**src/logic/hssi_map.svh**
```systemverilog
// Purpose: Named constants of the host serial slave interfaces.
// Assumes: Included by its bare name from every design file that needs it.
// Notes:   Definitions only.
`ifndef HSSI_MAP_SVH
`define HSSI_MAP_SVH

// I2C slave address after reset
`define HSSI_I2C_DEF_ADDR   7'h60
// Index of the last bit of an eight-bit character
`define HSSI_LAST_BIT       3'h7
// Synchroniser reset levels, order {mosi, ssel_n, sclk}; select idles high
`define HSSI_SPI_SYNC_RST   3'h2
// I2C synchroniser reset levels, order {sda, scl}; both lines idle high
`define HSSI_I2C_SYNC_RST   2'h3
// Fastest I2C bit rate the host may use, in kbit/s
`define HSSI_I2C_MAX_KBPS   400

`endif

```
**src/logic/hssi_pkg.sv**
```systemverilog
// Purpose: Types shared by the host serial slave interfaces.
// Assumes: Nothing.
// Notes:   Mode encodings follow the enum order.
package hssi_pkg;

  typedef enum logic [1:0] {
    HSSI_MODE_STREAM,
    HSSI_MODE_TB_SPI,
    HSSI_MODE_TB_I2C,
    HSSI_MODE_OFF
  } hssi_mode_type;

  typedef enum logic [2:0] {
    HSSI_I2C_IDLE,
    HSSI_I2C_ADDR,
    HSSI_I2C_ACK,
    HSSI_I2C_RX,
    HSSI_I2C_TX,
    HSSI_I2C_MACK
  } hssi_i2c_state_type;

endpackage

```
**src/logic/hssi_i2c_slave.sv**
```systemverilog
// Purpose: I2C slave with 7-bit addressing and clock stretching.
// Assumes: i_clk is far faster than the fastest SCL the host may drive.
// Notes:   Open-drain pins: an enable high pulls the line low.
`timescale 1ns/1ns
`include "hssi_map.svh"

module hssi_i2c_slave
  import hssi_pkg::*;
(
  input  wire logic       i_clk,
  input  wire logic       i_reset,
  input  wire logic       i_enable,
  input  wire logic [6:0] i_addr,
  input  wire logic       i_scl,
  input  wire logic       i_sda,
  input  wire logic       i_hold,
  input  wire logic [7:0] i_tx_data,
  output logic            o_scl_oe,
  output logic            o_sda_oe,
  output logic [7:0]      o_rx_data,
  output logic            o_rx_valid,
  output logic            o_tx_req,
  output logic            o_addr_hit,
  output logic            o_read
);

  hssi_i2c_state_type st_q;
  logic [1:0] meta_q;
  logic [1:0] sync_q;
  logic [1:0] prev_q;
  logic [2:0] cnt_q;
  logic [7:0] sh_q;
  logic       last_q;
  logic       match_q;
  logic       read_q;
  logic       scl_oe_q;
  logic       sda_oe_q;
  logic [7:0] rx_data_q;
  logic       rx_valid_q;
  logic       tx_req_q;
  logic       addr_hit_q;

  // Sampling at i_clk leaves wide margin at the fast-mode bit rate
  always_ff @(posedge i_clk) begin
    if (i_reset) begin
      meta_q <= `HSSI_I2C_SYNC_RST;
      sync_q <= `HSSI_I2C_SYNC_RST;
      prev_q <= `HSSI_I2C_SYNC_RST;
    end else begin
      meta_q <= {i_sda, i_scl};
      sync_q <= meta_q;
      prev_q <= sync_q;
    end
  end

  wire       scl       = sync_q[0];
  wire       sda       = sync_q[1];
  wire       scl_rise  = scl & ~prev_q[0];
  wire       scl_fall  = ~scl & prev_q[0];
  wire       start_det = scl & prev_q[0] & prev_q[1] & ~sda;
  wire       stop_det  = scl & prev_q[0] & ~prev_q[1] & sda;
  wire [7:0] sh_in     = {sh_q[6:0], sda};
  wire       at_last   = (cnt_q == `HSSI_LAST_BIT);
  wire       addr_ok   = (sh_in[7:1] == i_addr);
  // Stretch ends only when the user side lets go of i_hold
  wire       ack_end   = (st_q == HSSI_I2C_ACK) & ~i_hold & (scl_fall | scl_oe_q);
  wire       addr_end  = (st_q == HSSI_I2C_ADDR) & scl_fall & last_q;
  wire       mack_load = (st_q == HSSI_I2C_MACK) & scl_fall & last_q;
  wire       tx_load   = (ack_end & read_q) | mack_load;
  wire       rx_done   = (st_q == HSSI_I2C_RX) & scl_rise & at_last;

  always_ff @(posedge i_clk) begin
    if (i_reset || !i_enable) begin
      st_q     <= HSSI_I2C_IDLE;
      cnt_q    <= 3'h0;
      sh_q     <= 8'h00;
      last_q   <= 1'h0;
      match_q  <= 1'h0;
      read_q   <= 1'h0;
      scl_oe_q <= 1'h0;
      sda_oe_q <= 1'h0;
    end else if (start_det) begin
      st_q     <= HSSI_I2C_ADDR;
      cnt_q    <= 3'h0;
      last_q   <= 1'h0;
      scl_oe_q <= 1'h0;
      sda_oe_q <= 1'h0;
    end else if (stop_det) begin
      st_q     <= HSSI_I2C_IDLE;
      scl_oe_q <= 1'h0;
      sda_oe_q <= 1'h0;
    end else begin
      case (st_q)
        HSSI_I2C_IDLE: begin
          sda_oe_q <= 1'h0;
        end
        HSSI_I2C_ADDR: begin
          if (scl_rise) begin
            sh_q    <= sh_in;
            cnt_q   <= cnt_q + 3'h1;
            last_q  <= at_last;
            match_q <= addr_ok;
            read_q  <= sda;
          end else if (addr_end) begin
            last_q <= 1'h0;
            if (match_q) begin
              st_q     <= HSSI_I2C_ACK;
              sda_oe_q <= 1'h1;
            end else begin
              st_q <= HSSI_I2C_IDLE;
            end
          end
        end
        HSSI_I2C_ACK: begin
          if (ack_end) begin
            scl_oe_q <= 1'h0;
            cnt_q    <= 3'h0;
            if (read_q) begin
              st_q     <= HSSI_I2C_TX;
              sh_q     <= i_tx_data;
              sda_oe_q <= ~i_tx_data[7];
            end else begin
              st_q     <= HSSI_I2C_RX;
              sda_oe_q <= 1'h0;
            end
          end else if (scl_fall && i_hold) begin
            scl_oe_q <= 1'h1;
          end
        end
        HSSI_I2C_RX: begin
          if (scl_rise) begin
            sh_q   <= sh_in;
            cnt_q  <= cnt_q + 3'h1;
            last_q <= at_last;
          end else if (scl_fall && last_q) begin
            last_q   <= 1'h0;
            st_q     <= HSSI_I2C_ACK;
            sda_oe_q <= 1'h1;
          end
        end
        HSSI_I2C_TX: begin
          if (scl_rise) begin
            cnt_q  <= cnt_q + 3'h1;
            last_q <= at_last;
          end else if (scl_fall) begin
            if (last_q) begin
              last_q   <= 1'h0;
              st_q     <= HSSI_I2C_MACK;
              sda_oe_q <= 1'h0;
            end else begin
              sh_q     <= {sh_q[6:0], 1'h0};
              sda_oe_q <= ~sh_q[6];
            end
          end
        end
        HSSI_I2C_MACK: begin
          if (scl_rise) begin
            if (sda) begin
              st_q <= HSSI_I2C_IDLE;
            end else begin
              last_q <= 1'h1;
            end
          end else if (mack_load) begin
            last_q   <= 1'h0;
            cnt_q    <= 3'h0;
            st_q     <= HSSI_I2C_TX;
            sh_q     <= i_tx_data;
            sda_oe_q <= ~i_tx_data[7];
          end
        end
        default: begin
          st_q <= HSSI_I2C_IDLE;
        end
      endcase
    end
  end

  always_ff @(posedge i_clk) begin
    if (i_reset) begin
      rx_data_q  <= 8'h00;
      rx_valid_q <= 1'h0;
      tx_req_q   <= 1'h0;
      addr_hit_q <= 1'h0;
    end else begin
      rx_valid_q <= rx_done;
      tx_req_q   <= tx_load;
      addr_hit_q <= addr_end & match_q;
      if (rx_done) begin
        rx_data_q <= sh_in;
      end
    end
  end

  assign o_scl_oe   = scl_oe_q;
  assign o_sda_oe   = sda_oe_q;
  assign o_rx_data  = rx_data_q;
  assign o_rx_valid = rx_valid_q;
  assign o_tx_req   = tx_req_q;
  assign o_addr_hit = addr_hit_q;
  assign o_read     = read_q;

endmodule

```
**src/logic/hssi_top.sv**
```systemverilog
// Purpose: Host serial slave port: SPI slave and I2C slave, at most one active per mode.
// Assumes: Host SPI clock is much slower than i_clk; all pins are asynchronous.
// Notes:   Tri-state pins come out as value plus enable; open-drain pins as an enable only.
`timescale 1ns/1ns
`include "hssi_map.svh"

// Overview of operation
// - SPI slave works only in stream-cipher or toolbox-over-SPI mode.
// - SPI is four-wire full duplex; host drives select and clock.
// - Characters shift least significant bit first in both directions.
// - Mode 0: clock idles low, sample on rise, change on fall.
// - I2C slave works only in toolbox-over-I2C mode.
// - I2C is slave only; host stays at or below fast-mode rate.
// - I2C answers a 7-bit address, 0x60 after reset, configurable.
// - I2C slave may stretch SCL; host waits for release.
// - At most one host interface is in use, chosen by application mode; none in off mode.
// - SPI command set accepted only in stream-cipher mode.
module hssi_top
  import hssi_pkg::*;
#(
  parameter logic [6:0] P_I2C_DEF_ADDR = `HSSI_I2C_DEF_ADDR
)
(
  input  wire logic          i_clk,
  input  wire logic          i_reset,
  input  wire hssi_mode_type i_mode,
  input  wire logic          i_spi_sclk,
  input  wire logic          i_spi_ssel_n,
  input  wire logic          i_spi_mosi,
  output logic               o_spi_miso,
  output logic               o_spi_miso_oe,
  input  wire logic [7:0]    i_spi_tx_data,
  output logic               o_spi_tx_load,
  output logic [7:0]         o_spi_rx_data,
  output logic               o_spi_rx_valid,
  output logic               o_spi_cmd_valid,
  output logic               o_spi_active,
  output logic               o_spi_frame_err,
  output logic               o_spi_mode_err,
  input  wire logic [6:0]    i_i2c_addr,
  input  wire logic          i_i2c_addr_wr,
  output logic [6:0]         o_i2c_addr,
  input  wire logic          i_i2c_scl,
  input  wire logic          i_i2c_sda,
  output logic               o_i2c_scl_oe,
  output logic               o_i2c_sda_oe,
  input  wire logic          i_i2c_hold,
  input  wire logic [7:0]    i_i2c_tx_data,
  output logic               o_i2c_tx_req,
  output logic [7:0]         o_i2c_rx_data,
  output logic               o_i2c_rx_valid,
  output logic               o_i2c_addr_hit,
  output logic               o_i2c_read
);

  logic [2:0] pin_meta_q;
  logic [2:0] pin_sync_q;
  logic       sclk_prev_q;
  logic       sel_prev_q;
  logic [2:0] bit_cnt_q;
  logic [7:0] rx_sh_q;
  logic [7:0] tx_sh_q;
  logic       miso_q;
  logic       miso_oe_q;
  logic [7:0] rx_data_q;
  logic       rx_valid_q;
  logic       cmd_valid_q;
  logic       tx_load_q;
  logic       active_q;
  logic       frame_err_q;
  logic       mode_err_q;
  logic [6:0] i2c_addr_q;

  // Mode decode keeps the two ports mutually exclusive
  wire spi_en    = (i_mode == HSSI_MODE_STREAM) | (i_mode == HSSI_MODE_TB_SPI);
  wire i2c_en    = (i_mode == HSSI_MODE_TB_I2C);
  wire stream_md = (i_mode == HSSI_MODE_STREAM);

  // Every pin passes two flops before any logic looks at it
  always_ff @(posedge i_clk) begin
    if (i_reset) begin
      pin_meta_q <= `HSSI_SPI_SYNC_RST;
      pin_sync_q <= `HSSI_SPI_SYNC_RST;
    end else begin
      pin_meta_q <= {i_spi_mosi, i_spi_ssel_n, i_spi_sclk};
      pin_sync_q <= pin_meta_q;
    end
  end

  wire sclk_s  = pin_sync_q[0];
  wire ssel_ns = pin_sync_q[1];
  wire mosi_s  = pin_sync_q[2];

  // Host owns select and clock; the port only follows them
  wire sel       = ~ssel_ns & spi_en;
  wire sel_start = sel & ~sel_prev_q;
  wire sel_end   = ~sel & sel_prev_q;
  wire sclk_rise = sel & sclk_s & ~sclk_prev_q;
  wire sclk_fall = sel & ~sclk_s & sclk_prev_q;
  wire byte_done = sclk_rise & (bit_cnt_q == `HSSI_LAST_BIT);

  // New bits enter at the top so bit 0 arrives first
  wire [7:0] rx_byte = {mosi_s, rx_sh_q[7:1]};

  always_ff @(posedge i_clk) begin
    if (i_reset) begin
      sclk_prev_q <= 1'h0;
      sel_prev_q  <= 1'h0;
    end else begin
      sclk_prev_q <= sclk_s;
      sel_prev_q  <= sel;
    end
  end

  always_ff @(posedge i_clk) begin
    if (i_reset || !sel) begin
      bit_cnt_q <= 3'h0;
    end else if (sclk_rise) begin
      bit_cnt_q <= bit_cnt_q + 3'h1;
    end
  end

  always_ff @(posedge i_clk) begin
    if (i_reset) begin
      rx_sh_q <= 8'h00;
    end else if (sclk_rise) begin
      rx_sh_q <= rx_byte;
    end
  end

  // Next character is taken whole at the last rise; its bit 0 leaves on the next fall
  always_ff @(posedge i_clk) begin
    if (i_reset) begin
      tx_sh_q <= 8'h00;
      miso_q  <= 1'h0;
    end else if (sel_start) begin
      tx_sh_q <= {1'h0, i_spi_tx_data[7:1]};
      miso_q  <= i_spi_tx_data[0];
    end else if (byte_done) begin
      tx_sh_q <= i_spi_tx_data;
    end else if (sclk_fall) begin
      tx_sh_q <= {1'h0, tx_sh_q[7:1]};
      miso_q  <= tx_sh_q[0];
    end
  end

  always_ff @(posedge i_clk) begin
    if (i_reset) begin
      miso_oe_q <= 1'h0;
      active_q  <= 1'h0;
    end else begin
      miso_oe_q <= sel;
      active_q  <= sel;
    end
  end

  always_ff @(posedge i_clk) begin
    if (i_reset) begin
      rx_data_q   <= 8'h00;
      rx_valid_q  <= 1'h0;
      cmd_valid_q <= 1'h0;
      tx_load_q   <= 1'h0;
    end else begin
      rx_valid_q  <= byte_done;
      cmd_valid_q <= byte_done & stream_md;
      tx_load_q   <= sel_start | byte_done;
      if (byte_done) begin
        rx_data_q <= rx_byte;
      end
    end
  end

  // Flag a select dropped mid-character, and a clock not idling low at select
  always_ff @(posedge i_clk) begin
    if (i_reset) begin
      frame_err_q <= 1'h0;
      mode_err_q  <= 1'h0;
    end else begin
      frame_err_q <= sel_end & (bit_cnt_q != 3'h0);
      mode_err_q  <= sel_start & sclk_s;
    end
  end

  // Address survives mode changes; only reset restores the default
  always_ff @(posedge i_clk) begin
    if (i_reset) begin
      i2c_addr_q <= P_I2C_DEF_ADDR;
    end else if (i_i2c_addr_wr) begin
      i2c_addr_q <= i_i2c_addr;
    end
  end

  hssi_i2c_slave u_i2c (
    .i_clk      (i_clk),
    .i_reset    (i_reset),
    .i_enable   (i2c_en),
    .i_addr     (i2c_addr_q),
    .i_scl      (i_i2c_scl),
    .i_sda      (i_i2c_sda),
    .i_hold     (i_i2c_hold),
    .i_tx_data  (i_i2c_tx_data),
    .o_scl_oe   (o_i2c_scl_oe),
    .o_sda_oe   (o_i2c_sda_oe),
    .o_rx_data  (o_i2c_rx_data),
    .o_rx_valid (o_i2c_rx_valid),
    .o_tx_req   (o_i2c_tx_req),
    .o_addr_hit (o_i2c_addr_hit),
    .o_read     (o_i2c_read)
  );

  assign o_spi_miso      = miso_q;
  assign o_spi_miso_oe   = miso_oe_q;
  assign o_spi_tx_load   = tx_load_q;
  assign o_spi_rx_data   = rx_data_q;
  assign o_spi_rx_valid  = rx_valid_q;
  assign o_spi_cmd_valid = cmd_valid_q;
  assign o_spi_active    = active_q;
  assign o_spi_frame_err = frame_err_q;
  assign o_spi_mode_err  = mode_err_q;
  assign o_i2c_addr      = i2c_addr_q;

endmodule

```
**config.mk**
```make
export PLATFORM = sky130hd
export DESIGN_NAME = hssi_top
export DESIGN_NICKNAME = d
export VERILOG_FILES = /design/src/logic/hssi_pkg.sv /design/src/logic/hssi_i2c_slave.sv /design/src/logic/hssi_top.sv
export VERILOG_INCLUDE_DIRS = /design/src /design/src/logic
export SDC_FILE = /design/constraint.sdc
export NUM_CORES = 1
export LEC_CHECK = 0
export BUFFER_PORTS_ARGS = -buffer_cell sky130_fd_sc_hd__buf_2
export CAP_MARGIN = 25
export CORE_ASPECT_RATIO = 2
export CORE_MARGIN = 2
export CORE_UTILIZATION = 52
export CTS_CLUSTER_DIAMETER = 150
export DETAILED_ROUTE_END_ITERATION = 16
export GPL_TIMING_DRIVEN = 0
export PLACE_DENSITY = 0.76
export SYNTH_ARGS = -nofsm -noshare
export SYNTH_HDL_FRONTEND = slang
export SYNTH_SLANG_ARGS = --single-unit
```
**constraint.sdc**
```tcl
create_clock -name i_clk -period 4.5 [get_ports i_clk]
set_input_delay 0.9 -clock i_clk [delete_from_list [all_inputs] [get_ports i_clk]]
set_output_delay 0.9 -clock i_clk [all_outputs]
set_load 0.03 [all_outputs]
```
[After elaboration in Yosys (flattened, before gate mapping)]
Cells that the tools add are included.
Operators by class
  $add $sub $neg: 2
  $mul: 0
  divide/modulo/power cells: 0
  magnitude comparators: 0
  equality and inequality tests: 43
  shift-type cells: 0
  multiplexer cells: 61
  bitwise gates (word level): 47
  reduce and logical (&&, ||, !) cells: 31
Operator list (count)
  $mux W7: 9
  $mux W3: 16
  $reduce_and A11 Y1: 4
  $and A1 B1 Y1: 28
  $mux W1: 28
  $pmux W7 S4: 1
  $ne A2 B1 Y1 const B: 9
  $pmux W3 S6: 1
  $mux W8: 2
  $ne A4 B1 Y1 const B: 4
  $not A1 Y1: 15
  $ne A2 B2 Y1 const B: 7
  $eq A3 B3 Y1 const B: 4
  $ne A3 B1 Y1 const B: 4
  $ne A4 B4 Y1 const B: 3
  $pmux W3 S3: 1
  $reduce_bool A3 Y1: 3
  $reduce_bool A4 Y1: 2
  $eq A7 B7 Y1: 1
  $reduce_and A7 Y1: 1
  $add A3 B1 Y3 const B: 2
  $eq A3 B2 Y1 const B: 2
  $ne A3 B2 Y1 const B: 2
  $pmux W1 S6: 1
  other kinds (22): 34
Word-level totals
  bits in registers: 83
  bits in latches: 0
  bits in writable memories: 0
  memory bits (read-only): 0
  input port bits: 34
  output and inout bits: 37
  logic and storage cells: 216
  memories: 0

[Longest topological paths before layout]
Gate-level depths: netlist (run 1).
  depth in word-level cells: 9
  mapped depth: 8
  gate-level depth less buffers: 6

[Cells and area by module]
From an unflattened synthesis (run 1), not the netlist that was laid out.
Unflattened totals
  cell total of the unflattened synthesis: 411
  area total of the unflattened synthesis: 3831.2 µm²
Modules (own cells, without submodules)
  hssi_i2c_slave: times used 1, cells each 228, area an instance 2028.2 µm², sequential area each 700.7 µm²
  hssi_top: times used 1, cells each 183, area an instance 1803.0 µm², sequential area each 940.9 µm²

[Worst setup path before layout (run 1)]
No wires, ideal clock.
  path kind: input port to flip-flop
  start: input i_mode[1]
  end: register tx_sh_q[2]
  library setup time: 117 ps
  data arrival time: 2063 ps
  setup slack: 2320 ps
  stages on the path: 7
  buffers on the path: 2
  path through: buf_2 nor4b_2 buf_2 nand2_1 nand2_1 a31oi_1 a22o_1
On the way
  word-level cells in the longest chain between the ends: 8
  elaborated cells between the ends (all ways): 13
Ends and longest elaborated chain
  start: declaration: line hssi_top.sv:26  | input wire hssi_mode_type i_mode,
  $eq A2 B1 Y1 / $logic_not A2 Y1 (equally long branches): line hssi_top.sv:75  | wire spi_en = (i_mode == HSSI_MODE_STREAM) | (i_mode == HSSI_MODE_TB_SPI);
  $or A1 B1 Y1 (*): line hssi_top.sv:75
  $and A1 B1 Y1 (*): line hssi_top.sv:95  | wire sel = ~ssel_ns & spi_en;
  $and A1 B1 Y1 (2 in series): line hssi_top.sv:98  | wire sclk_rise = sel & sclk_s & ~sclk_prev_q;
  $and A1 B1 Y1: line hssi_top.sv:100  | wire byte_done = sclk_rise & (bit_cnt_q == `HSSI_LAST_BIT);
  $mux W8: line hssi_top.sv:139  | end else if (byte_done) begin
  $mux W7: line hssi_top.sv:136  | end else if (sel_start) begin
  end signal: assignment: line hssi_top.sv:137  | tx_sh_q <= {1'h0, i_spi_tx_data[7:1]};
  end signal: assignment: line hssi_top.sv:140  | tx_sh_q <= i_spi_tx_data;
  end signal: assignment: line hssi_top.sv:142  | tx_sh_q <= {1'h0, tx_sh_q[7:1]};
  end: declaration: line hssi_top.sv:62  | logic [7:0] tx_sh_q;
Mark *: on every way between the ends. The rest lies on a longest branch, timed or not.
A chain may end at the register's enable or synchronous reset.

[Final worst setup path (run 1)]
  start: input i_mode[1]
  end: register rx_data_q[7] (netlist: o_spi_rx_data[7])
On the way
  word-level cells in the longest chain between the ends: 6
  elaborated cells between the ends (all ways): 7
Ends and longest elaborated chain
  $eq A2 B1 Y1 / $logic_not A2 Y1 (equally long branches): line hssi_top.sv:75
  $or A1 B1 Y1 (*): line hssi_top.sv:75
  $and A1 B1 Y1 (*): line hssi_top.sv:95
  $and A1 B1 Y1 (*) (2 in series): line hssi_top.sv:98
  $and A1 B1 Y1 (*): line hssi_top.sv:100
  end signal: assignment: line hssi_top.sv:168  | rx_data_q <= rx_byte;
  end: declaration: line hssi_top.sv:65  | logic [7:0] rx_data_q;
Marked as above.

==> out/results.md, run 1 <==
### Clocking
• 0 — post-cts resize count
• built — CTS tree
• sky130_fd_sc_hd__clkbuf_16 — clock tree root buffer cell
• 0.35 ns — Worst-Skew Late Latency
• 82 — CTS sink cnt
• 9 — Num CTS Buffers
• 2 — CTS Buffer Depth
• 0 — post-CTS setup buffer count
• 0.06 ns — post-CTS clock slew at the launch and capture registers of the worst setup and hold paths
• 3 — CTS H-Tree Depth
• 0 — count of hold-fix buffers inserted at cts

### Drt
• 5.61 — Via-to-Cell Ratio
• 0 — DR DRC count
• 3425 — via count
• 246 — number of DRC markers in iteration 0
• 5 — first-pass iteration count of the detailed router
• 8.99 mm — Final Routed Wirelength
• 14.7 um — Routed WL per cell
• 0 — remaining antenna violation count after routing

### Power
• 1220 uW — internal portion of total power
• 0.052 — combinational share of power
• 355 uW — switching component of the power
• 0.265 mV — worst-case vdd ir drop
• 1570 uW — post-route total power
• 0.475 — fraction of power consumed by the clock network
• 0.473 — part of the total power dissipated in sequential elements
• 347 nW/um^2 — ratio of total power to cell area
• 0.00182 uW — static leakage power
• 0.226 — switching part of the total power

### Critical path
• 4.71 ns — CP Data Required Time
• flip-flop — kind of end point of the critical path
• 10 — largest fanout on the critical path
• 3 — number of buffer and inverter instances along the worst setup path
• 2.36 ns — Worst EP arrival
• buffers and inverters — delay-heaviest family, CP
• input pin — CP Launch Type
• buf_2 -> nor4b_2 -> buf_2 -> nand2_1 -> clkbuf_1 -> nand2_1 -> a21oi_1 — crit-path cells
• input pin to flip-flop — Critical Setup Path Class
• 0.30 ns — crit-path max cell delay
• sky130_fd_sc_hd__clkbuf_1 — slowest cell on the critical path

### Cells and area
• sky130_fd_sc_hd__dfxtp_1 — most frequent standard cell in the layout excluding fill and tap cells
• 611 — filler-free cell count of the finished design
• 553 — Final nets
• 20.0% — Synth-to-Final Area Change
• 4530 sq um — final standard cell area without fillers
• 0.225 — share of layout cells above drive strength 1
• 622 — fillers
• 0 — Inserted Diodes
• sky130_fd_sc_hd__dfxtp_1 (82), sky130_fd_sc_hd__buf_2 (77), sky130_fd_sc_hd__nand2_1 (65), sky130_fd_sc_hd__a21oi_1 (39), sky130_fd_sc_hd__nor2_1 (35) — commonest cells after routing, fill and taps aside

### Die
• 44 — number of placement rows
• 124 um — die height
• 71 — IO Count
• 64.2 um — chip width
• 7160 sq um — Core ar.
• 7990 sq um — floorplan die area
• 0.527 — Initial Util

### GRT
• 3147 — number of global-route vias before repair
• 0 — overflow left after global routing
• 15 — largest net degree at the start of global routing
• 14.9 mm — first-pass GRT wire length
• 0 — antenna violations before repair
• 0.371 — met2 capacity usage during global routing
• met2 — most used routing layer in global routing
• 0.0587 — met3 Resource Use GR
• 0.304 — met1 track demand over resource in global routing
• 0.235 — global-route usage over all layers

### Synth
• 436 — post-synthesis instance total
• sky130_fd_sc_hd__dfxtp_1 — leading register cell type out of synthesis
• 3770 sq um — post-synthesis cell area
• 0.435 — proportion of synthesized chip area in sequential cells
• 475 — Mapped Nets
• 82 — number of flip-flops and latches in the synthesized netlist
• 61 — count of distinct cell types in the synthesized netlist
• 0 — number of flops mapped to enable cells by yosys
• 0 — warning count from the yosys run
• 0 — proportion of register bits with asynchronous set or reset after synthesis
• 8.65 sq um — Avg Cell Area, Syn

### Outcome
• finished, final reports clean — status

### Timing
• 0.466 GHz — highest clock rate
• 0 — final slew viol count
• 0.707 ns — worst-margin pin slew
• 0 — number of setup violations in the final report
• 2.35 ns — smallest setup slack after layout
• 0 ns — Final TNS setup
• false — setup repair after global routing missed its margin
• 0.477 — share of the clock period used by the worst path after layout
• 0.00621 ns — Max Clock Skew
• 0 — number of hold-slack violations in the final timing report
• 0.523 — Relative slew margins
• 2.15 ns — min Tclk post-route

### Min path
• flip-flop to flip-flop — Worst Hold Class

### Placed design
• 67 — Port Buf Inserts
• 1.99 ns — post-placement worst setup slack
• 4220 sq um — cell area after placement
• 6.41 mm — DP Wirelength
• 0.924 — final weighted congestion in routability-driven placement
• 595 — number of cells after detailed placement

### Run
• 0 — max-cap violation count

==> worst paths after layout <==
kind	start	endpoint	slack (ns)	cells after the start
worst max-delay path	i_mode[1]	o_spi_rx_data[7]$_SDFFE_PP0P_	2.35	7
worst min-delay path	pin_meta_q[1]$_SDFF_PP1_	pin_sync_q[1]$_SDFF_PP1_	0.41	1
worst max register to register	u_i2c.last_q$_SDFFE_PP0P_	u_i2c.sh_q[5]$_SDFFE_PP0P_	2.64	5
worst min register to register	pin_meta_q[1]$_SDFF_PP1_	pin_sync_q[1]$_SDFF_PP1_	0.41	1
==> cell families after synthesis <==
group,share of synthesized area
mux,0.0667
fa+ha+maj,0.0166
compound gates,0.175
xor+xnor,0.0209
simple gates,0.240
flops,0.435
buf+inv,0.0451
==> cells in the mapped netlist, drive strengths merged, types with 2 or more instances <==
cell	number	share of area
nand4b	3	0.0070
buf	15	0.024
nor3	7	0.012
nor4b	2	0.0063
o21ai	19	0.025
a211oi	3	0.0060
dfxtp	82	0.44
a21o	3	0.0060
mux2i	24	0.064
or3	10	0.018
o211ai	4	0.0093
xnor2	6	0.014
a31o	3	0.0070
xor2	3	0.0070
o22ai	2	0.0033
a22o	8	0.019
nor2b	11	0.018
inv	7	0.0070
nor2	35	0.035
o221ai	2	0.0080
ha	5	0.017
and3b	2	0.0046
a31oi	9	0.015
nand2	66	0.068
a211o	2	0.0046
nand3	10	0.013
nor4	3	0.0066
or2	8	0.013
a21oi	40	0.054
nor3b	3	0.0060
nand2b	6	0.012
and2	4	0.0066
clkbuf	14	0.014
==> per-stage QoR <==
stage	hold WS (ns)	utilization
finish	0.405	0.632
floorplan	0.389	-
global route	0.425	0.632
global placement	0.392	0.590
CTS	0.409	0.632
detailed placement	0.399	0.590
==> worst register-to-register path: stages, from the launching register on <==
cell and delay (ns):
sky130_fd_sc_hd__dfxtp_1 0.44, sky130_fd_sc_hd__and3b_1 0.37, sky130_fd_sc_hd__o221ai_2 0.24, sky130_fd_sc_hd__buf_2 0.23
sky130_fd_sc_hd__or3_1 0.37, sky130_fd_sc_hd__a21oi_1 0.13
==> power groups by stage <==
stage / clock network (uW) / logic, uW / registers [uW]
after floorplan: 0 / 41.7 / 767
after global placement: 0 / 79.8 / 759
after detailed placement: 0 / 80.8 / 759
after CTS: 752 / 81.4 / 743
after global routing: 781 / 88.7 / 744
final: 746 / 81.4 / 743
==> flip-flops by register name, indices dropped and copies added, names as in the netlist, 7 cells and up <==
register and cells:
o_i2c_addr 7, u_i2c.o_rx_data 8, tx_sh_q 8, rx_sh_q 7, o_spi_rx_data 8, u_i2c.sh_q 7
==> layout make-up <==
class                      count  area [sq um]  area share
multi-input combinational    318          1960       0.433
sequential                    82          1640       0.363
timing repair buffer          67           335      0.0741
clock buffer                  11           243      0.0536
buffer                        29           144      0.0318
tap                           92           115      0.0254
clock inverter                 5          62.6      0.0138
inverter                       7          26.3     0.00581
==> metal layers <==
metal | part of all wire | up-vias
met5 | 0 | -
met4 | 0.022 | 0
met3 | 0.067 | 21
met2 | 0.47 | 139
met1 | 0.44 | 1577
li1 | - | 1688
No activity file was read; power rests on OpenSTA's default activity.
==> run 2: changes to the inputs <==
CORE_UTILIZATION = 50   (was 52)
clock period = 1.8 ns   (was 4.5 ns; I/O delays follow)
==> out/results.md, run 2 (synthesis results as in run 1) <==
### Outcome
• finished, final reports clean — status

### Critical path
• flip-flop — kind of end point of the critical path
• u_i2c.o_read$_SDFFE_PP0P_ — r2r startpoint
• 1 — number of buffer and inverter instances along the worst setup path, -2
• 2.03 ns — Worst EP arrival, -0.33 ns
• a21oi_1 -> a21oi_4 -> o221ai_4 -> buf_2 -> or3_1 -> a21oi_1 — crit-path cells
• flip-flop — CP Launch Type
• u_i2c.sh_q[3]$_SDFFE_PP0P_ — endpoint of the worst-slack reg-to-reg timing path
• 0.50 ns — crit-path max cell delay, +0.20 ns
• sky130_fd_sc_hd__dfxtp_1 — slowest cell on the critical path
• 10 — largest fanout on the critical path, unchanged
• 0.03 ns — register-to-register setup slack, -2.61 ns
• 6 — cells on worst reg2reg path, +1
• 6 — CP Depth, -1
• u_i2c.o_read$_SDFFE_PP0P_ — launch point of the worst path
• flip-flop to flip-flop — Critical Setup Path Class
• sky130_fd_sc_hd__a21oi_1 — most frequent cell on the critical path
• compound AO/OA/AOI/OAI gates — delay-heaviest family, CP
• u_i2c.sh_q[3]$_SDFFE_PP0P_ — crit path capture
• 2.07 ns — CP Data Required Time, -2.64 ns

### Run
• 0 — max-cap violation count, unchanged

### Power
• 0.056 — combinational share of power, +0.004
• 825 nW/um^2 — ratio of total power to cell area, +140%
• 887 uW — switching component of the power, +150%
• 2970 uW — internal portion of total power, +140%
• 0.230 — switching part of the total power, +0.00423
• 0.461 — fraction of power consumed by the clock network, -0.014
• 0.00186 uW — static leakage power, +2.5%
• 0.916 mV — worst-case vdd ir drop, +250%
• 0.482 — part of the total power dissipated in sequential elements, +0.009

### Clocking
• 9 — Num CTS Buffers, unchanged
• 2 — CTS Buffer Depth, unchanged
• 3 — CTS H-Tree Depth, unchanged
• sky130_fd_sc_hd__clkbuf_16 — clock tree root buffer cell
• 0.34 ns — Worst-Skew Late Latency, about the same
• 82 — CTS sink cnt, unchanged
• 0 — count of hold-fix buffers inserted at cts, unchanged
• built — CTS tree
• 0.06 ns — post-CTS clock slew at the launch and capture registers of the worst setup and hold paths, about the same

### Timing
• true — setup repair after global routing missed its margin
• 0.0321 ns — smallest setup slack after layout, -2.32 ns
• 0.557 ns — worst-margin pin slew, -0.150 ns
• 0.190 ns — Fin Hold WS, -0.215 ns
• 1.77 ns — min Tclk post-route
• 0 — final slew viol count, unchanged
• 0.982 — share of the clock period used by the worst path after layout
• 0.629 — Relative slew margins, +0.106
• 0 — number of hold-slack violations in the final timing report, unchanged
• 0 — number of setup violations in the final report, unchanged
• 0.566 GHz — highest clock rate
• 0.00612 ns — Max Clock Skew, -0.0000946 ns

### GRT
• 0 — overflow left after global routing, unchanged
• 0.251 — global-route usage over all layers, +0.0161
• 3397 — number of global-route vias before repair, +7.9%
• 0 — antenna violations before repair, unchanged
• 14 — largest net degree at the start of global routing, -1
• 15.9 mm — first-pass GRT wire length, +6.4%

### Cells and area
• 0.643 — fin util, +0.0102
• 0 — Inserted Diodes, unchanged
• 636 — fillers, +2.3%
• sky130_fd_sc_hd__dfxtp_1 — most frequent standard cell in the layout excluding fill and tap cells
• 0.268 — share of layout cells above drive strength 1, +0.0423
• sky130_fd_sc_hd__dfxtp_1 (79), sky130_fd_sc_hd__buf_2 (74), sky130_fd_sc_hd__nand2_1 (64), sky130_fd_sc_hd__a21oi_1 (37), sky130_fd_sc_hd__nor2_1 (35) — commonest cells after routing, fill and taps aside
• 557 — Final nets, +0.72%
• 23.9% — Synth-to-Final Area Change

### Placed design
• -0.189 ns — post-placement worst setup slack, -2.18 ns
• 67 — Port Buf Inserts, unchanged
• 1.00 — final weighted congestion in routability-driven placement, +8.6%
• 7.31 mm — DP Wirelength, +14%

### Die
• 44 — number of placement rows, unchanged
• 8290 sq um — floorplan die area, +3.8%
• 127 um — die height, +1.9%
• 7270 sq um — Core ar., +1.5%
• 0.519 — Initial Util, -0.00798
• 71 — IO Count, unchanged
• 65.4 um — chip width, +1.9%

### Drt
• 7 — first-pass iteration count of the detailed router, +2
• 16.5 um — Routed WL per cell, +13%
• 10.2 mm — Final Routed Wirelength, +13%
• 3540 — via count, +3.4%
• 407 — number of DRC markers in iteration 0, +65%
• 0 — DR DRC count, unchanged
• 5.76 — Via-to-Cell Ratio, +2.7%
• 0 — remaining antenna violation count after routing, unchanged

### Min path
• input pin to flip-flop — Worst Hold Class

-- run 2: changes by cell type in the layout (fill, tap and decap cells not counted), sizes merged --
cell,change
buf,+1
inv,-1
clkbuf,+4
bufinv,-1
clkinv,+1
-- run 2: worst reg2reg max path, stage by stage (launching register included) --
cell                       delay (ns)
sky130_fd_sc_hd__dfxtp_1         0.50
sky130_fd_sc_hd__a21oi_1         0.16
sky130_fd_sc_hd__a21oi_4         0.16
sky130_fd_sc_hd__o221ai_4        0.16
sky130_fd_sc_hd__buf_2           0.20
sky130_fd_sc_hd__or3_1           0.36
sky130_fd_sc_hd__a21oi_1         0.15
-- run 2: how the worst min path moves through the flow --
stage	start	endpoint	slack (ns)	depth (start not counted)
6_report	i_mode[0]	o_spi_cmd_valid$_SDFF_PP0_	0.19	2
3_3_place_gp	u_i2c.meta_q[0]$_SDFF_PP1_	u_i2c.sync_q[0]$_SDFF_PP1_	0.39	1
5_1_grt	i_i2c_sda	u_i2c.meta_q[1]$_SDFF_PP1_	0.19	2
2_1_floorplan	pin_meta_q[1]$_SDFF_PP1_	pin_sync_q[1]$_SDFF_PP1_	0.39	1
3_5_place_dp	pin_meta_q[1]$_SDFF_PP1_	pin_sync_q[1]$_SDFF_PP1_	0.39	1
4_1_cts	i_mode[0]	o_spi_cmd_valid$_SDFF_PP0_	0.19	2
-- run 2: metrics by stage --
| stage | power (uW) | TNS, ns | cells | area, sq um |
|---|---|---|---|---|
| 5_1_grt | 3960 | -0.0142 | 615 | 4670 |
| 6_report | 3850 | 0 | 615 | 4670 |
| 4_1_cts | 3850 | 0 | 611 | 4530 |
| 2_1_floorplan | 2020 | 0 | 436 | 3770 |
| 3_5_place_dp | 2100 | -2.20 | 595 | 4220 |
| 3_3_place_gp | 2100 | -2.05 | 595 | 4220 |
-- run 2: layout make-up --
cell class,instances,area [sq um],share of cell area
Clock buffer,12,267,0.0571
Sequential cell,82,1650,0.352
Buffer,29,166,0.0356
Timing Repair Buffer,71,378,0.0809
Multi-Input combinational cell,318,2050,0.438
Tap cell,92,115,0.0247
Inverter,7,26.3,0.00563
Clock inverter,4,25.0,0.00536
-- run 2: layer usage --
layer  up-vias  global-route usage  wire [um]
met5         -                   0          0
met1      1650               0.249       3680
met4         0               0.147        507
met3        38              0.0567        519
li1       1696                   -          -
met2       156               0.458       5470
-- run 2: power groups by stage --
stage	sequential [uW]	combinational, uW	clock (uW)
finish	1860	217	1780
global route	1860	235	1870
CTS	1860	208	1790
detailed placement	1900	206	0
global placement	1900	203	0
floorplan	1920	104	0
-- run 2: timing repair --
action,in CTS,in global routing
setup endpoints to repair,12,40
setup buffers,0,4
pin swaps,1,6
gates resized for setup,5,27
==> run 3: changes to the inputs <==
SYNTH_HIERARCHICAL = 1   (was unset)
==> out/results.md, run 3 <==
### Clocking
• 0 — count of hold-fix buffers inserted at cts, unchanged
• 2 — CTS Buffer Depth, unchanged
• 0.34 ns — Worst-Skew Late Latency, about the same
• 82 — CTS sink cnt, unchanged
• 0.06 ns — post-CTS clock slew at the launch and capture registers of the worst setup and hold paths, about the same
• 3 — CTS H-Tree Depth, unchanged
• 9 — Num CTS Buffers, unchanged
• sky130_fd_sc_hd__clkbuf_16 — clock tree root buffer cell
• built — CTS tree

### GRT
• 3170 — number of global-route vias before repair, -6.7%
• 0.225 — global-route usage over all layers, -0.0262
• 0 — antenna violations before repair, unchanged
• 0 — overflow left after global routing, unchanged
• 14.9 mm — first-pass GRT wire length, -6.4%
• 14 — largest net degree at the start of global routing, unchanged

### Outcome
• finished, final reports clean — status

### Placed design
• 68 — Port Buf Inserts, +1.5%
• 573 — number of cells after detailed placement, -3.7%
• 6.20 mm — DP Wirelength, -15%
• 0.948 — final weighted congestion in routability-driven placement, -5.6%
• 4290 sq um — cell area after placement, +1.6%

### Cells and area
• 4790 sq um — final standard cell area without fillers, +2.5%
• 0 — Inserted Diodes, unchanged
• 0.639 — fin util, -0.00330
• 535 — Final nets, -3.9%
• 591 — filler-free cell count of the finished design, -3.9%
• 25.0% — Synth-to-Final Area Change
• 1650 sq um — storage element area, unchanged
• 2100 sq um — multi-input combinational cell area, +2.8%
• 0.300 — share of layout cells above drive strength 1, +0.0321
• sky130_fd_sc_hd__dfxtp_1 — most frequent standard cell in the layout excluding fill and tap cells
• sky130_fd_sc_hd__dfxtp_1 (79), sky130_fd_sc_hd__buf_2 (71), sky130_fd_sc_hd__nor2_1 (43), sky130_fd_sc_hd__nand2_1 (31), sky130_fd_sc_hd__mux2i_1 (25) — commonest cells after routing, fill and taps aside
• 627 — fillers, -1.4%

### Synth
• sky130_fd_sc_hd__dfxtp_1 — leading register cell type out of synthesis
• 69 — count of distinct cell types in the synthesized netlist, +13%
• 0 — proportion of register bits with asynchronous set or reset after synthesis, unchanged
• sky130_fd_sc_hd__dfxtp_1 — most used standard cell by instance count after synthesis
• 82 — number of flip-flops and latches in the synthesized netlist, unchanged
• 9.32 sq um — Avg Cell Area, Syn, +7.8%
• 0.0679 — fraction of synthesized area in multiplexers, +0.00122
• 0.428 — proportion of synthesized chip area in sequential cells, -0.00697
• 3830 sq um — post-synthesis cell area, +1.6%
• 453 — Mapped Nets, -4.6%
• 0.0206 — fraction of synthesized cell area in xor and xnor cells, -0.000335
• simple AND/OR/NAND/NOR gates — dominant combinational cell family by area after synthesis
• 0.200 — post-synthesis share of cell area spent on and, or, nand and nor gates, -0.0404
• 0.428 — share of Yosys cell area claimed by the top area cell type, -0.00697
• sky130_fd_sc_hd__dfxtp_1 (43%), sky130_fd_sc_hd__mux2i_1 (6.8%), sky130_fd_sc_hd__nor2_1 (4.3%), sky130_fd_sc_hd__a21oi_1 (3.3%), sky130_fd_sc_hd__nand2_1 (3.0%) — synth top area cells
• 0 — number of flops mapped to enable cells by yosys, unchanged
• sky130_fd_sc_hd__dfxtp_1 (82), sky130_fd_sc_hd__nor2_1 (44), sky130_fd_sc_hd__nand2_1 (31) — cell types with the highest counts after synthesis
• 0.195 — complex-gate fraction of the synthesized area, +0.0201
• 6 — warning count from the yosys run, +6
• sky130_fd_sc_hd__dfxtp_1 — cell type with the highest aggregate area in the netlist
• 0.0261 — post-synthesis adder-cell area fraction, +0.00953
• 411 — post-synthesis instance total, -5.7%

### Drt
• 0 — DR DRC count, unchanged
• 0 — remaining antenna violation count after routing, unchanged
• 243 — number of DRC markers in iteration 0, -40%
• 3410 — via count, -3.7%
• 5.77 — Via-to-Cell Ratio, +0.24%
• 5 — first-pass iteration count of the detailed router, -2
• 15.6 um — Routed WL per cell, -5.5%
• 9.24 mm — Final Routed Wirelength, -9.2%

### Die
• 45 — number of placement rows, +2.3%
• 128 um — die height, +0.78%
• 65.9 um — chip width, +0.76%
• 71 — IO Count, unchanged
• 7490 sq um — Core ar., +3.0%
• 8420 sq um — floorplan die area, +1.5%
• 0.512 — Initial Util, -0.00715

### Timing
• true — setup repair after global routing missed its margin
• 1.80 ns — min Tclk post-route, +0.0300 ns
• 0.589 — Relative slew margins, -0.0395
• 0 — final slew viol count, unchanged
• 0.201 ns — Fin Hold WS, +0.0112 ns
• 0 — number of hold-slack violations in the final timing report, unchanged
• 0.556 GHz — highest clock rate, -1.7%
• 0.999 — share of the clock period used by the worst path after layout, +0.0167
• 0.616 ns — worst-margin pin slew, +0.0592 ns
• 0 — number of setup violations in the final report, unchanged
• 0.00479 ns — Max Clock Skew, -0.00132 ns

### Critical path
• sky130_fd_sc_hd__dfxtp_2 — slowest cell on the critical path
• flip-flop — CP Launch Type
• simple AND/OR/NAND/NOR gates — delay-heaviest family, CP
• flip-flop to flip-flop — Critical Setup Path Class
• 0.35 ns — crit-path max cell delay, -0.15 ns
• 3 — number of buffer and inverter instances along the worst setup path, +2
• 1.99 ns — CP Data Required Time, -0.08 ns
• inv_1 -> ha_4 -> buf_8 -> nor3b_4 -> o2bb2ai_2 -> nor3_4 -> buf_4 -> a311oi_2 — crit-path cells
• 1.99 ns — Worst EP arrival, -0.04 ns
• 10 — largest fanout on the critical path, unchanged
• flip-flop — kind of end point of the critical path

### Run
• 0 — max-cap violation count, unchanged

### Power
• 3900 uW — post-route total power, +1.4%
• 0.536 mV — worst-case vdd ir drop, -41%
• 0.00198 uW — static leakage power, +6.2%
• 816 nW/um^2 — ratio of total power to cell area, -1.1%

### Min path
• input pin to flip-flop — Worst Hold Class

[run 3: changes by cell type after synthesis, sizes merged, moves of 6 or more]
cell / before / now
a21oi: 40 / 25
a22o: 8 / 1
a311oi: 0 / 6
inv: 7 / 13
nand2: 66 / 31
nor2: 35 / 45
o21ai: 19 / 9
o2bb2ai: 0 / 8
[run 3: cell type report]
class	count	area share
inverter	13	0.0102
clock buffer	11	0.0507
buffer	28	0.0416
timing repair buffer	73	0.0789
clock inverter	4	0.0107
multi-input combinational	286	0.440
tap	94	0.0246
sequential	82	0.344
[run 3: cell families after synthesis]
family,Yosys count
AO/OA/AOI/OAI,97
AND/OR/NAND/NOR,146
multiplexers,26
flip-flops,82
XOR/XNOR,9
adder cells (fa/ha/maj),8
buffers and inverters,43
[run 3: worst paths after layout]
kind | to | depth (start not counted) | slack (ns) | startpoint
min reg2reg | u_i2c/sync_q[1]$_SDFF_PP1_ | 1 | 0.41 | u_i2c/meta_q[1]$_SDFF_PP1_
max | u_i2c/sh_q[4]$_SDFFE_PP0P_ | 8 | 0.002 | u_i2c/prev_q[0]$_SDFF_PP1_
max reg2reg | u_i2c/sh_q[4]$_SDFFE_PP0P_ | 8 | 0.002 | u_i2c/prev_q[0]$_SDFF_PP1_
min | u_i2c/meta_q[1]$_SDFF_PP1_ | 2 | 0.20 | i_i2c_sda
[run 3: routing by layer]
layer,share of wire,GRT usage,vias to the layer above
met5,0,0,-
met4,0.019,0.0956,0
met3,0.055,0.0430,18
met2,0.48,0.364,142
met1,0.44,0.287,1603
li1,-,-,1647
[run 3: timing repair]
action                     in CTS  in global routing
buffers inserted                0                  4
pin swaps                       3                  9
gates resized for setup        13                 28
setup endpoints to repair      22                 40
cloned                          1                  0
[run 3: through the flow]
stage	setup WS (ns)	setup TNS (ns)
2_1_floorplan	0.0857	0
3_3_place_gp	-0.145	-0.908
3_5_place_dp	-0.174	-1.21
4_1_cts	0.0105	0
5_1_grt	-0.0602	-0.292
6_report	0.00208	0
[run 3: power by group]
part / total, uW / internal, uW / switching [uW]
registers: 1860 / 1840 / 19.4
clock network: 1820 / 1110 / 709
logic: 231 / 92.9 / 138
